`config.mk`:
```
export PLATFORM = sky130hd
export DESIGN_NAME = gpc_port
export DESIGN_NICKNAME = d
export VERILOG_FILES = /design/src/inc/gpc_pkg.sv /design/src/hdl/gpc_pin_sync.sv /design/src/hdl/gpc_port.sv
export SDC_FILE = /design/constraint.sdc
export NUM_CORES = 1
export LEC_CHECK = 0
export BUFFER_PORTS_ARGS = -buffer_cell sky130_fd_sc_hd__buf_2
export CAP_MARGIN = 30
export CORE_MARGIN = 1.5
export CORE_UTILIZATION = 59
export CTS_CLUSTER_DIAMETER = 80
export DETAILED_ROUTE_END_ITERATION = 16
export PLACE_DENSITY = 0.86
export SLEW_MARGIN = 10
export SYNTH_ARGS = -nofsm -noshare
export SYNTH_HDL_FRONTEND = slang
export SYNTH_HIERARCHICAL = 1
export SYNTH_SLANG_ARGS = --single-unit
```
`constraint.sdc`:
```
create_clock -name clk -period 3.71 [get_ports clk]
set_input_delay 0.1855 -clock clk [delete_from_list [all_inputs] [get_ports clk]]
set_output_delay 0.1855 -clock clk [all_outputs]
set_load 0.02 [all_outputs]
```
`src/inc/gpc_pkg.sv`:
```
// Package: register map, reset values and pin indices of the GPIO port
package gpc_pkg;

  // ==========================================================
  // Sizes
  localparam int PORT_W = 8;
  localparam int APB_AW = 8;
  localparam int APB_DW = 32;

  // ==========================================================
  // Register byte offsets
  localparam logic [7:0] OFS_PORT_PIN_VALUE  = 8'h00;
  localparam logic [7:0] OFS_PIN_DIRECTION   = 8'h04;
  localparam logic [7:0] OFS_OUTPUT_LATCH    = 8'h08;
  localparam logic [7:0] OFS_OPEN_DRAIN      = 8'h0C;
  localparam logic [7:0] OFS_SLEW_LIMIT      = 8'h10;
  localparam logic [7:0] OFS_INPUT_THRESHOLD = 8'h14;
  localparam logic [7:0] OFS_ANALOG_SELECT   = 8'h18;
  localparam logic [7:0] OFS_HIGH_DRIVE      = 8'h1C;
  localparam logic [7:0] OFS_WRITE_MASK      = 8'h20;

  // ==========================================================
  // Reset values
  localparam logic [7:0] RST_PIN_DIRECTION   = 8'hFF;
  localparam logic [7:0] RST_OUTPUT_LATCH    = 8'h00;
  localparam logic [7:0] RST_OPEN_DRAIN      = 8'h00;
  localparam logic [7:0] RST_SLEW_LIMIT      = 8'hFF;
  localparam logic [7:0] RST_INPUT_THRESHOLD = 8'h00;
  localparam logic [7:0] RST_ANALOG_SELECT   = 8'hCF;
  localparam logic [7:0] RST_HIGH_DRIVE      = 8'h00;
  localparam logic [7:0] RST_WRITE_MASK      = 8'hFF;

  // ==========================================================
  // Implemented bits
  localparam logic [7:0] MASK_ANALOG_SELECT  = 8'hCF;
  localparam logic [7:0] MASK_HIGH_DRIVE     = 8'h30;

  // ==========================================================
  // High-drive pin positions
  localparam int HIGH_DRIVE_PIN_A = 4;
  localparam int HIGH_DRIVE_PIN_B = 5;

  // ==========================================================
  // Bus answer values
  localparam logic [31:0] READ_ZERO = 32'h0000_0000;

endpackage : gpc_pkg

```
`src/hdl/gpc_pin_sync.sv`:
```
// Three-stage pin input synchroniser with agreement filter
module gpc_pin_sync #(
  parameter int WIDTH = 16
) (
  input  wire logic             clk,
  input  wire logic             rst,
  input  wire logic             ce,
  input  wire logic [WIDTH-1:0] async_in,
  output logic      [WIDTH-1:0] sync_out
);

  // ==========================================================
  // Stages
  logic [WIDTH-1:0] stage1;
  logic [WIDTH-1:0] stage2;
  logic [WIDTH-1:0] stage3;
  wire  [WIDTH-1:0] agree = ~(stage2 ^ stage3);
  wire  [WIDTH-1:0] next_sync_out =
    (stage2 & agree) | (sync_out & ~agree);

  // Stage1 feeds only stage2 so metastability cannot leak
  always_ff @(posedge clk) begin
    if (rst) begin
      stage1   <= '0;
      stage2   <= '0;
      stage3   <= '0;
      sync_out <= '0;
    end else if (ce) begin
      stage1   <= async_in;
      stage2   <= stage1;
      stage3   <= stage2;
      sync_out <= next_sync_out;
    end
  end

endmodule : gpc_pin_sync

```
`src/hdl/gpc_port.sv`:
```
// Eight-bit bidirectional GPIO port with APB register access
//
// Function
// - Eight pins, each with direction, latch, readback.
// - Direction 1 turns the pin driver off.
// - Direction 0 drives pin from output latch.
// - Port reads return pins; writes load latch.
// - Port writes merge sampled pins, then latch.
// - Direction still governs drivers of analog pins.
// - Open-drain bit per pin: sink only.
// - Open-drain clear: push-pull drive both ways.
// - Slew-limit bit per pin, else full rate.
// - Threshold select governs reads and change detection.
// - Threshold 1 Schmitt, 0 TTL levels.
// - Analog select forces digital reads to zero.
// - Analog select leaves digital output untouched.
// - Analog select bits reset to analog mode.
// - Two pins get a high-drive strength bit.
// - Latch drives pins unless pin select overrides.
// - Analog functions active only under analog select.
module gpc_port #(
  parameter int WIDTH = gpc_pkg::PORT_W
) (
  input  wire logic                      clk,
  input  wire logic                      rst,
  input  wire logic                      por,
  input  wire logic                      ce,
  // APB slave
  input  wire logic                      psel,
  input  wire logic                      penable,
  input  wire logic                      pwrite,
  input  wire logic [gpc_pkg::APB_AW-1:0] paddr,
  input  wire logic [gpc_pkg::APB_DW-1:0] pwdata,
  input  wire logic [3:0]                pstrb,
  output logic                           pready,
  output logic      [gpc_pkg::APB_DW-1:0] prdata,
  output logic                           pslverr,
  // Pad side
  input  wire logic [WIDTH-1:0]          pin_in_schmitt,
  input  wire logic [WIDTH-1:0]          pin_in_ttl,
  output logic      [WIDTH-1:0]          port_pins_out,
  output logic      [WIDTH-1:0]          port_pins_oe,
  output logic      [WIDTH-1:0]          pin_slew_limit,
  output logic      [WIDTH-1:0]          pin_high_drive,
  output logic      [WIDTH-1:0]          pin_analog_enable,
  // Peripheral side
  input  wire logic [WIDTH-1:0]          periph_select,
  input  wire logic [WIDTH-1:0]          periph_out,
  output logic      [WIDTH-1:0]          pin_digital_in
);

  // ==========================================================
  // Helpers
  function automatic logic [WIDTH-1:0] gpc_merge(
    input logic [WIDTH-1:0] old_val,
    input logic [WIDTH-1:0] new_val,
    input logic [WIDTH-1:0] mask
  );
    gpc_merge = (old_val & ~mask) | (new_val & mask);
  endfunction : gpc_merge

  function automatic logic [gpc_pkg::APB_DW-1:0] gpc_widen(
    input logic [WIDTH-1:0] v
  );
    gpc_widen = {{(gpc_pkg::APB_DW - WIDTH){1'b0}}, v};
  endfunction : gpc_widen

  // ==========================================================
  // Registers
  logic [WIDTH-1:0] pin_direction;
  logic [WIDTH-1:0] output_latch;
  logic [WIDTH-1:0] open_drain_select;
  logic [WIDTH-1:0] slew_limit_select;
  logic [WIDTH-1:0] input_threshold_select;
  logic [WIDTH-1:0] analog_select;
  logic [WIDTH-1:0] high_drive_select;
  logic [WIDTH-1:0] port_write_mask;
  logic             bus_ack;

  // ==========================================================
  // Input path
  logic [2*WIDTH-1:0] pins_sync;

  gpc_pin_sync #(
    .WIDTH (2*WIDTH)
  ) u_sync (
    .clk      (clk),
    .rst      (rst),
    .ce       (ce),
    .async_in ({pin_in_schmitt, pin_in_ttl}),
    .sync_out (pins_sync)
  );

  wire [WIDTH-1:0] sync_schmitt = pins_sync[2*WIDTH-1:WIDTH];
  wire [WIDTH-1:0] sync_ttl     = pins_sync[WIDTH-1:0];
  // Muxing after the synchroniser keeps a threshold change
  // from disturbing the sampling stages
  wire [WIDTH-1:0] pin_level =
    (sync_schmitt & input_threshold_select) |
    (sync_ttl & ~input_threshold_select);
  wire [WIDTH-1:0] pin_read = pin_level & ~analog_select;

  // Same masked level feeds port reads and change detection
  assign pin_digital_in    = pin_read;
  assign pin_analog_enable = analog_select;

  // ==========================================================
  // Output path
  wire [WIDTH-1:0] drive_src =
    gpc_merge(output_latch, periph_out, periph_select);
  // Analog select deliberately absent from the drive terms
  wire [WIDTH-1:0] drive_on = ~pin_direction;
  // Open drain: enable only while pulling low, never drive high
  wire [WIDTH-1:0] next_oe =
    drive_on & (~open_drain_select | ~drive_src);
  wire [WIDTH-1:0] next_out =
    drive_src & ~open_drain_select;

  always_ff @(posedge clk) begin
    if (rst || por) begin
      port_pins_oe  <= '0;
      port_pins_out <= '0;
    end else if (ce) begin
      port_pins_oe  <= next_oe;
      port_pins_out <= next_out;
    end
  end

  assign pin_slew_limit = slew_limit_select;
  assign pin_high_drive = high_drive_select;

  // ==========================================================
  // APB decode
  wire             setup    = psel & ~penable & ~bus_ack;
  wire             complete = psel & penable & bus_ack & ce;
  wire             do_write = complete & pwrite & pstrb[0];
  wire [WIDTH-1:0] wdata    = pwdata[WIDTH-1:0];

  wire hit_port  = paddr == gpc_pkg::OFS_PORT_PIN_VALUE;
  wire hit_dir   = paddr == gpc_pkg::OFS_PIN_DIRECTION;
  wire hit_lat   = paddr == gpc_pkg::OFS_OUTPUT_LATCH;
  wire hit_od    = paddr == gpc_pkg::OFS_OPEN_DRAIN;
  wire hit_slew  = paddr == gpc_pkg::OFS_SLEW_LIMIT;
  wire hit_thr   = paddr == gpc_pkg::OFS_INPUT_THRESHOLD;
  wire hit_ana   = paddr == gpc_pkg::OFS_ANALOG_SELECT;
  wire hit_hdrv  = paddr == gpc_pkg::OFS_HIGH_DRIVE;
  wire hit_wmask = paddr == gpc_pkg::OFS_WRITE_MASK;
  wire hit_any   = hit_port | hit_dir | hit_lat | hit_od |
                   hit_slew | hit_thr | hit_ana | hit_hdrv |
                   hit_wmask;

  // Port write: sample pins, patch masked bits, store in latch
  wire [WIDTH-1:0] rmw_value =
    gpc_merge(pin_read, wdata, port_write_mask);

  wire [gpc_pkg::APB_DW-1:0] read_mux =
    hit_port  ? gpc_widen(pin_read) :
    hit_dir   ? gpc_widen(pin_direction) :
    hit_lat   ? gpc_widen(output_latch) :
    hit_od    ? gpc_widen(open_drain_select) :
    hit_slew  ? gpc_widen(slew_limit_select) :
    hit_thr   ? gpc_widen(input_threshold_select) :
    hit_ana   ? gpc_widen(analog_select) :
    hit_hdrv  ? gpc_widen(high_drive_select) :
    hit_wmask ? gpc_widen(port_write_mask) :
                gpc_pkg::READ_ZERO;

  assign pready = penable & bus_ack & ce;

  // Read data and error are captured in the setup cycle
  always_ff @(posedge clk) begin
    if (rst) begin
      bus_ack <= 1'b0;
      prdata  <= gpc_pkg::READ_ZERO;
      pslverr <= 1'b0;
    end else if (ce) begin
      if (setup) begin
        bus_ack <= 1'b1;
        prdata  <= pwrite ? gpc_pkg::READ_ZERO : read_mux;
        pslverr <= ~hit_any;
      end else if (complete) begin
        bus_ack <= 1'b0;
      end
    end
  end

  // ==========================================================
  // Register writes
  always_ff @(posedge clk) begin
    if (rst || por) begin
      pin_direction <= gpc_pkg::RST_PIN_DIRECTION;
    end else if (do_write && hit_dir) begin
      pin_direction <= wdata;
    end
  end

  // Only power-on clears the latch; other resets leave it alone
  always_ff @(posedge clk) begin
    if (por) begin
      output_latch <= gpc_pkg::RST_OUTPUT_LATCH;
    end else if (do_write && hit_port) begin
      output_latch <= rmw_value;
    end else if (do_write && hit_lat) begin
      output_latch <= wdata;
    end
  end

  always_ff @(posedge clk) begin
    if (rst || por) begin
      open_drain_select <= gpc_pkg::RST_OPEN_DRAIN;
    end else if (do_write && hit_od) begin
      open_drain_select <= wdata;
    end
  end

  always_ff @(posedge clk) begin
    if (rst || por) begin
      slew_limit_select <= gpc_pkg::RST_SLEW_LIMIT;
    end else if (do_write && hit_slew) begin
      slew_limit_select <= wdata;
    end
  end

  always_ff @(posedge clk) begin
    if (rst || por) begin
      input_threshold_select <= gpc_pkg::RST_INPUT_THRESHOLD;
    end else if (do_write && hit_thr) begin
      input_threshold_select <= wdata;
    end
  end

  // Unimplemented analog bits stay zero
  always_ff @(posedge clk) begin
    if (rst || por) begin
      analog_select <= gpc_pkg::RST_ANALOG_SELECT;
    end else if (do_write && hit_ana) begin
      analog_select <= wdata & gpc_pkg::MASK_ANALOG_SELECT;
    end
  end

  // Only the two high-drive pins hold a bit
  always_ff @(posedge clk) begin
    if (rst || por) begin
      high_drive_select <= gpc_pkg::RST_HIGH_DRIVE;
    end else if (do_write && hit_hdrv) begin
      high_drive_select <= wdata & gpc_pkg::MASK_HIGH_DRIVE;
    end
  end

  always_ff @(posedge clk) begin
    if (rst || por) begin
      port_write_mask <= gpc_pkg::RST_WRITE_MASK;
    end else if (do_write && hit_wmask) begin
      port_write_mask <= wdata;
    end
  end

endmodule : gpc_port

```
==> results of run 1 <==
==> cell families after synthesis <==
kind of cell           after synthesis  share of synthesized area, %
AO/OA/AOI/OAI                      189                          18.9
buffers and inverters              118                          9.15
flip-flops                         146                          40.3
multiplexers                        79                          10.9
other                                1                        0.0518
AND/OR/NAND/NOR                    308                          20.6
==> power by group through the flow <==
stage | clock (W) | sequential (W) | combinational [W]
after floorplan | 0 | 0.00164 | 0.000216
after global placement | 0 | 0.00164 | 0.000264
after detailed placement | 0 | 0.00164 | 0.000268
after CTS | 0.00174 | 0.00161 | 0.000277
after global routing | 0.00181 | 0.00161 | 0.000307
final | 0.00173 | 0.00161 | 0.000285
==> routing by layer <==
layer  track usage [%]  vias to the layer above  wire, um
met3              6.75                       75      1750
met4              17.7                        0       944
met2              51.0                      353      9410
met1              40.0                     3080      8220
li1                  -                     3079         -
met5                 0                        -         0
==> critical path: cells and delay by family <==
| kind | cells | cell delay, ps |
|---|---|---|
| compound gates | 1 | 290 |
| buf+inv | 1 | 190 |
| simple gates | 4 | 1800 |
==> cells in the mapped netlist (2+ instances only) <==
cell	n	area, um2
a211oi_1	3	22.5
inv_1	36	135
nor3_1	7	35.0
nor4_1	4	25.0
mux2i_1	77	771
o211a_1	2	20.0
o221a_2	2	22.5
nor2b_1	20	125
o32ai_2	16	260
a21oi_1	67	335
a22oi_1	7	52.6
o21ai_1	4	20.0
a221o_1	2	20.0
o21ai_0	27	135
o21a_1	3	22.5
o31a_1	2	17.5
a221oi_1	6	52.6
a311oi_1	6	52.6
clkbuf_1	29	109
nor2b_4	6	82.6
nand3_1	25	125
buf_2	8	40.0
o21bai_2	2	22.5
or2_2	3	18.8
nor3b_1	2	15.0
nor4b_1	2	17.5
o211ai_1	20	150
nand2_1	91	342
or4_4	2	22.5
o311ai_1	2	17.5
buf_6	11	124
or4_1	3	22.5
and2_1	5	31.3
a21o_1	3	22.5
nand2b_1	27	169
mux2_2	2	22.5
nand4_1	3	18.8
a32oi_1	2	17.5
o22ai_1	5	31.3
nor2_1	102	383
buf_4	34	255
dfxtp_1	146	2920
==> through the flow <==
| step | total power [W] | utilization [%] | cells | hold WS (ps) |
|---|---|---|---|---|
| global placement | 0.00190 | 63.7 | 1056 | 417 |
| global route | 0.00373 | 69.7 | 1098 | 5.20 |
| finish | 0.00362 | 69.7 | 1098 | 9.04 |
| CTS | 0.00363 | 69.4 | 1097 | 3.14 |
| detailed placement | 0.00191 | 63.7 | 1056 | 426 |
| floorplan | 0.00186 | - | 872 | 309 |
==> layout make-up <==
cell class / instances / area [um2] / share of cell area [%]
Clock buffer: 25 / 505 / 6.04
Timing Repair Buffer: 129 / 751 / 8.97
Clock inverter: 7 / 96.3 / 1.15
Tap cell: 147 / 184 / 2.20
Sequential cell: 146 / 2920 / 34.9
Multi-Input combinational cell: 608 / 3770 / 45.1
Inverter: 36 / 135 / 1.61
==> how the worst max path moves through the flow <==
stage / startpoint / to / slack, ps
after floorplan: paddr[5] / output_latch[4] / 1700
after CTS: paddr[4] / output_latch[0] / 1630
after detailed placement: paddr[4] / output_latch[3] / 1180
after global placement: paddr[4] / output_latch[3] / 1260
final: paddr[4] / output_latch[3] / 1570
after global routing: paddr[4] / output_latch[0] / 1460
==> timing repair <==
action / CTS / global route
endpoints found under the hold margin: 9 / 0
setup endpoints to repair: 0 / 0
hold buffers: 9 / 0
gates resized for setup: 0 / 0
==> impl_metrics.toml, run 1 <==
[timing]
min_period_ps = 2140
slew_headroom_pct = 46.4
setup_tns_ps = 0
hold_violations = 0
final_max_slew_viol_count = 0
setup_ws_ps = 1570
period_share_pct = 57.7
worst_pin_slew_ps = 804
grt_setup_unrepaired = "false"
setup_violations = 0
fmax_ghz = 0.467
fin_skew_ps = 8.65

[cts]
cts_buffer_depth = 2
cts_sinks = 146
cts_tree = "yes"
cts_setup_buffers = 0
htreeDepth = 4
cts_buffers = 17
clk_latency_ps = 430
clk_pin_slew_ps = 60
cts_root_buffer = "clkbuf_16"

[place]
pre_cts_ws_ps = 1180
dp_hpwl_mm = 14.1
place_area_um2 = 7650
place_congestion = 0.975
portBuffers = 105

[logic_synthesis]
synth_edf_count = 0
ys_types = 57
synth.avg_cell_area_um2 = 8.61
ys_seq_elements = 146
synth_ff_type = "dfxtp_1"
syn_inst = 841
synth_area_um2 = 7240
synthArstFlopShare_pct = 0
synth_warnings = 6
yosysSeqAreaShare_pct = 40.3

[worst_setup_path]
reg2reg_slack_ps = 1620
cp_max_fo = 16
r2r-end = "pin_analog_enable[0]"
ff2ff_path_depth = 5
path_cells = "buf_2 -> or4_1 -> or4_1 -> nor2_1 -> nand2_1 -> a311oi_1"
slowest_stage = "or4_1"
crit_arrival_ps = 2460
crit_path_max_incr_delay_ps = 810
worstPathRequired_ps = 4030
cp-end-kind = "flip-flop"
critPathKind = "in2reg"
cp-start-kind = "primary input"
cp_common_cell = "or4_1"
regToRegStartpoint = "bus_ack"

[power]
clkPwrFrac_pct = 47.7
power.share.sequential_pct = 44.4
peakVddDrop_uv = 349
swShare_pct = 23.3
p_int_w = 0.00278
p_per_area_nw_per_um2 = 433
netSwitchingPower_w = 0.000845
p_leak_nw = 3.38
combPwrFrac_pct = 7.9

[status]
outcome = "complete, no violations"

[die]
fp.coreArea_um2 = 12000
die_w_um = 114
start_util_pct = 60.3
rows = 40
design.die.area_um2 = 13000
io_pins = 165
die_y_um = 114

[routing]
totalWireLength_mm = 20.3
wl_per_cell_um = 18.5
dr.first_iter.drc_count = 606
viasPerCell = 6.00
vias = 6587
ant_nets = 0
drc_errors = 0
drt_pre_antenna_iters = 5

[min_path]
min_from = "pin_in_schmitt[6]"
min_path_cells = 3
holdPathEnd = "u_sync/stage1[14]"
hp-class = "in2reg"

[job]
drv_cap = 0

[global_routing]
grt_overflow_total = 0
antenna_found_initial = 0
grt_pass1_vias = 6027
track_usage_pct = 31.8
grt_pass1_wl_mm = 31.6
grt_max_degree = 82

[layout]
final_area_um2 = 8370
diodes = 0
layout_common_cells = "dfxtp_1, buf_2, nor2_1"
layout-drive-gt1-share_pct = 19.6
fin_nets = 1021
fill_cells = 945
final_common_cell = "dfxtp_1"
area_growth_pct = 15.5
No activity file was read; power rests on OpenSTA's default activity.
==> inputs of run 2 (changes only) <==
--- a/config.mk
+++ b/config.mk
@@ -5,13 +5,14 @@
 export SDC_FILE = /design/constraint.sdc
 export NUM_CORES = 1
 export LEC_CHECK = 0
+export ABC_AREA = 1
 export BUFFER_PORTS_ARGS = -buffer_cell sky130_fd_sc_hd__buf_2
 export CAP_MARGIN = 30
 export CORE_MARGIN = 1.5
-export CORE_UTILIZATION = 59
+export CORE_UTILIZATION = 54
 export CTS_CLUSTER_DIAMETER = 80
 export DETAILED_ROUTE_END_ITERATION = 16
-export PLACE_DENSITY = 0.86
+export PLACE_DENSITY = 0.81
 export SLEW_MARGIN = 10
 export SYNTH_ARGS = -nofsm -noshare
 export SYNTH_HDL_FRONTEND = slang
==> constraint.sdc (replaced) <==
create_clock -name clk -period 2.1 [get_ports clk]
set_input_delay 0.105 -clock clk [delete_from_list [all_inputs] [get_ports clk]]
set_output_delay 0.105 -clock clk [all_outputs]
set_load 0.02 [all_outputs]
==> run 2 against run 1 <==
Net effect: clock skew down 1.4 ps; combinational power up 75%; via count down 3.8%; register-to-register slack worse by 1200 ps; highest routed layer unchanged; sequential power up 80%; global-route usage down 5.1 points; synthesized area down 6.6%; final cell count up 9.1%; setup slack worse by 1200 ps.
==> impl_metrics.toml, run 2 <==
[min_path]
min_from = "pwdata[5]"
min_path_cells = 3
hp-class = "in2reg"

[logic_synthesis]
ys_top_cells_by_area = "dfxtp_1, nand2_1, o21ai_0"
synth_edf_count = 0
yosysTopAreaCellShare_pct = 43.2
synth_area_um2 = 6760
ys_types = 37
synth_ff_type = "dfxtp_1"
synth.avg_cell_area_um2 = 7.49
ys_seq_elements = 146
synth_warnings = 6
yosysSeqAreaShare_pct = 43.2
synthTopCellsByCount = "nand2_1, dfxtp_1, nor2_1, o21ai_0, a21oi_1"
synthArstFlopShare_pct = 0
yosys.cell_count.top_type = "nand2_1"
synth_area_leader_cell = "dfxtp_1"
syn_inst = 903

[worst_setup_path]
crit_family = "buffers and inverters"
cp-end-kind = "output port"
cp_common_cell = "inv_1"
ff2ff_path_depth = 6
slowest_stage = "dfxtp_1"
critPathBufInv = 3
crit_arrival_ps = 1640
critPathKind = "reg2out"
cp-start-kind = "flip-flop"
path_cells = "inv_1 -> or2_2 -> o21ai_0 -> inv_1 -> buf_2"
cp_max_fo = 3
critPathLaunch = "input_threshold_select[5]"
path_depth = 5
crit_path_max_incr_delay_ps = 350
worstPathRequired_ps = 2000
regToRegStartpoint = "bus_ack"

[global_routing]
grt_max_degree = 97
grt_pass1_vias = 5643
track_usage_pct = 26.7
grt_overflow_total = 0
antenna_found_initial = 0
grt_pass1_wl_mm = 27.3

[timing]
fmax_ghz = 0.572
hold_violations = 0
grt_setup_unrepaired = "false"
fin_skew_ps = 7.26
whs_ps = 38.8
min_period_ps = 1750
worst_pin_slew_ps = 908
slew_headroom_pct = 39.4
period_share_pct = 83.3
setup_violations = 0
setup_tns_ps = 0
final_max_slew_viol_count = 0

[die]
start_util_pct = 55.8
rows = 40
die_w_um = 115
fp.coreArea_um2 = 12100
die_y_um = 115
io_pins = 165
design.die.area_um2 = 13200

[routing]
met3_length_mm = 1.32
top_layer_used = "met4"
drt_pre_antenna_iters = 6
m1WireLength_mm = 7.14
dr.first_iter.drc_count = 538
wl_per_cell_um = 14.4
viasPerCell = 5.29
wl_met2_mm = 8.27
totalWireLength_mm = 17.2
vias = 6334
ant_nets = 0
drc_errors = 0

[layout]
diodes = 0
fill_cells = 1025
layout-drive-gt1-share_pct = 20.8
layout_common_cells = "nand2_1, dfxtp_1, nor2_1"
final_common_cell = "nand2_1"
fin_nets = 1100
area_growth_pct = 19.6

[power]
totalPowerFinal_w = 0.00653
p_per_area_nw_per_um2 = 808
p_leak_nw = 3.59
peakVddDrop_uv = 844

[cts]
cts_setup_buffers = 0
ctsResizeCount = 0
cts_root_buffer = "clkbuf_16"
clk_pin_slew_ps = 60
cts_buffer_depth = 2
htreeDepth = 4
clk_latency_ps = 420
cts_tree = "yes"
cts_sinks = 146
cts_buffers = 17

[job]
drv_cap = 0

[place]
place_congestion = 0.898
dp_hpwl_mm = 11.8
portBuffers = 105

[status]
outcome = "complete, no violations"
[run 2: cell count changes after synthesis, moves of 16 or more]
cell | previous run | this run
nand2_1 | 91 | 169
mux2i_1 | 77 | 2
o21ai_0 | 27 | 95
nand2b_1 | 27 | 0
inv_1 | 36 | 60
nor2b_1 | 20 | 0
a21oi_1 | 67 | 83
o32ai_2 | 16 | 0
[run 2: power breakdown]
| part | switching [W] | internal [W] | leakage (nW) |
|---|---|---|---|
| Combinational | 0.000327 | 0.000172 | 2.10 |
| Sequential | 0.0000414 | 0.00285 | 1.19 |
| Clock | 0.00123 | 0.00192 | 0.303 |
[run 2: routing by layer]
metal	vias to the layer above	track usage [%]
met3	43	6.54
met1	2886	33.1
met4	0	12.6
met5	-	0
met2	263	43.9
li1	3142	-
[run 2: logic make-up (layout without fill, tap and decap cells)]
kind of cell | Yosys count | count (layout) | synth area share (%)
compound gates | 245 | 245 | 21.0
flops | 146 | 146 | 43.2
simple gates | 355 | 355 | 23.1
buf+inv | 146 | 242 | 11.1
mux | 10 | 10 | 1.63
other cells | 1 | 32 | 0.0555
[run 2: repair_timing]
item,in CTS,in global routing
hold buffers,23,0
setup endpoints to repair,0,0
hold endpoints to repair,30,0
[run 2: path summary, 6_finish.rpt]
kind | to | slack [ps]
min | output_latch[5] | 40
max reg2reg | input_threshold_select[0] | 470
max | pin_digital_in[5] | 350
min reg2reg | flip-flop | 460
[run 2: metrics by stage]
step | area, um2 | setup WS (ps) | cells | utilization (%)
2_1_floorplan | 6880 | 742 | 934 | -
3_3_place_gp | 7250 | 496 | 1143 | 59.8
3_5_place_dp | 7250 | 447 | 1143 | 59.8
4_1_cts | 8090 | 376 | 1198 | 66.8
5_1_grt | 8090 | 307 | 1198 | 66.8
6_report | 8090 | 351 | 1198 | 66.8
[run 2: layout make-up]
type | instances | area (um2) | area share [%]
clock buffers | 18 | 439 | 5.43
multi-input cells | 642 | 3220 | 39.7
repair buffers | 138 | 856 | 10.6
inverters | 72 | 272 | 3.36
clock inverters | 14 | 176 | 2.18
well taps | 168 | 210 | 2.60
flip-flops and latches | 146 | 2920 | 36.1
[run 2: worst min-delay path, delay by kind of cell]
kind                   cells  cell delay (ps)
AOI/OAI and AO/OA          2              220
buffers and inverters      1              110
==> inputs of run 3 (changes only) <==
--- a/config.mk
+++ b/config.mk
@@ -9,10 +9,10 @@
 export BUFFER_PORTS_ARGS = -buffer_cell sky130_fd_sc_hd__buf_2
 export CAP_MARGIN = 30
 export CORE_MARGIN = 1.5
-export CORE_UTILIZATION = 54
+export CORE_UTILIZATION = 48
 export CTS_CLUSTER_DIAMETER = 80
 export DETAILED_ROUTE_END_ITERATION = 16
-export PLACE_DENSITY = 0.81
+export PLACE_DENSITY = 0.76
 export SLEW_MARGIN = 10
 export SYNTH_ARGS = -nofsm -noshare
 export SYNTH_HDL_FRONTEND = slang
==> constraint.sdc (replaced) <==
create_clock -name clk -period 1.44 [get_ports clk]
set_input_delay 0.072 -clock clk [delete_from_list [all_inputs] [get_ports clk]]
set_output_delay 0.072 -clock clk [all_outputs]
set_load 0.02 [all_outputs]
==> run 3 against run 2 <==
Net effect: the run now ends with setup timing left; final cell count increased by 4.8%; cell area grew 6.7%; critical path depth increased by 2; combinational power is 57% higher; non-clock buffer count increased by 44; total power up 43%; utilization down 4.4 points; clock power grew 39%; wire length up 6.4%; die area is 12% higher; global-route usage down 2.4 points; clock skew rose by 1.6 ps.
==> impl_metrics.toml, run 3 (synthesis gave the netlist of run 2 again) <==
[status]
outcome = "finished with violations"
violations = "setup timing"

[min_path]
min_from = "psel"
holdPathEnd = "bus_ack"
min_path_cells = 4
hp-class = "in2reg"

[timing]
final_max_slew_viol_count = 0
period_share_pct = 102
grt_setup_unrepaired = "true"
setup_ws_ps = -26.6
whs_ps = 45.2
setup_violations = 4
fmax_ghz = 0.682
min_period_ps = 1470
fin_skew_ps = 8.81
hold_violations = 0

[worst_setup_path]
cp-start-kind = "flip-flop"
worstPathRequired_ps = 1740
cp-end-kind = "flip-flop"
regToRegStartpoint = "bus_ack"
ff2ff_path_depth = 7
r2r-end = "output_latch[7]"
critPathKind = "reg2reg"
critPathLaunch = "bus_ack"
cp_max_fo = 7
reg2reg_slack_ps = -30
crit_arrival_ps = 1770

[place]
place_area_um2 = 7550
dp.cells = 1185
pre_cts_ws_ps = -81.6
place_congestion = 0.904
portBuffers = 105
dp_hpwl_mm = 12.2

[power]
p_leak_nw = 3.85
p_per_area_nw_per_um2 = 1090
peakVddDrop_uv = 846

[global_routing]
grt_overflow_total = 0
antenna_found_initial = 0
grt_pass1_wl_mm = 28.0
track_usage_pct = 24.3
grt_max_degree = 99
grt_pass1_vias = 5627

[cts]
cts_tree = "yes"
clk_pin_slew_ps = 60
cts_buffer_depth = 2
cts_root_buffer = "clkbuf_16"
cts_sinks = 146
htreeDepth = 4
cts_buffers = 17
clk_latency_ps = 430

[routing]
wl_per_cell_um = 14.6
drc_errors = 0
viasPerCell = 5.27
drt_pre_antenna_iters = 5
dr.first_iter.drc_count = 608
totalWireLength_mm = 18.3
ant_nets = 0
vias = 6618

[layout]
area_growth_pct = 27.7
fin_nets = 1146
final_cells = 1255
diodes = 0
layout_common_cells = "nand2_1, dfxtp_1, nor2_1"
fin_util_pct = 62.4
layout-drive-gt1-share_pct = 26.7
final_common_cell = "nand2_1"
fill_cells = 1181
final_area_um2 = 8630

[die]
rows = 43
io_pins = 165
design.die.area_um2 = 14800
die_w_um = 122
die_y_um = 122
start_util_pct = 48.9
fp.coreArea_um2 = 13800

[job]
drv_cap = 0
==> run 3: report_power, final <==
part / total [W] / switching (W) / leakage [nW] / internal, W
Clock: 0.00438 / 0.00170 / 0.280 / 0.00268
Combinational: 0.000780 / 0.000494 / 2.38 / 0.000286
Sequential: 0.00421 / 0.0000614 / 1.19 / 0.00415
Total: 0.00937 / 0.00225 / 3.85 / 0.00712
==> run 3: how the worst max path moves through the flow <==
stage / endpoint / slack [ps]
floorplan: port_write_mask[6] / 80
global placement: prdata[4] / -70
detailed placement: prdata[5] / -80
CTS: pin_digital_in[2] / -70
global route: output_latch[7] / -100
finish: output_latch[7] / -30
==> run 3: critical path, cell delays in order, from the launching register on <==
cell	delay, ps
dfxtp_2	350
nand4_4	110
nor2_4	260
buf_4	180
nand2_4	80
nor3_1	140
nand3b_1	140
a21oi_1	80
==> run 3: metal layers <==
metal	global-route usage, %	vias to the layer above	share of wire, %
met4	9.63	0	3.5
li1	-	3241	-
met1	31.5	3051	43
met2	39.8	271	47
met5	0	-	0
met3	4.82	55	6.5
==> run 3: layout make-up <==
type	instances	area, um2	area share [%]
inverters	72	275	3.19
multi-input cells	643	3330	38.5
clock inverters	8	103	1.19
clock buffers	23	478	5.54
well taps	180	225	2.61
repair inverters	1	7.51	0.0870
repair buffers	182	1290	14.9
flip-flops and latches	146	2930	34.0
==> run 3: repair_timing <==
item / in CTS / in global routing
setup buffers: 7 / 4
resized for setup: 21 / 38
hold buffers: 26 / 0
endpoints found under the setup margin: 10 / 54
endpoints found under the hold margin: 31 / 0
pin swaps: 1 / 5
cloned: 0 / 2
==> run 3: stage by stage <==
stage / TNS, ps / power (W)
detailed placement: -751 / 0.00500
finish: -36.4 / 0.00937
global placement: -387 / 0.00498
floorplan: 0 / 0.00483
global route: -1690 / 0.00967
CTS: -75.6 / 0.00937
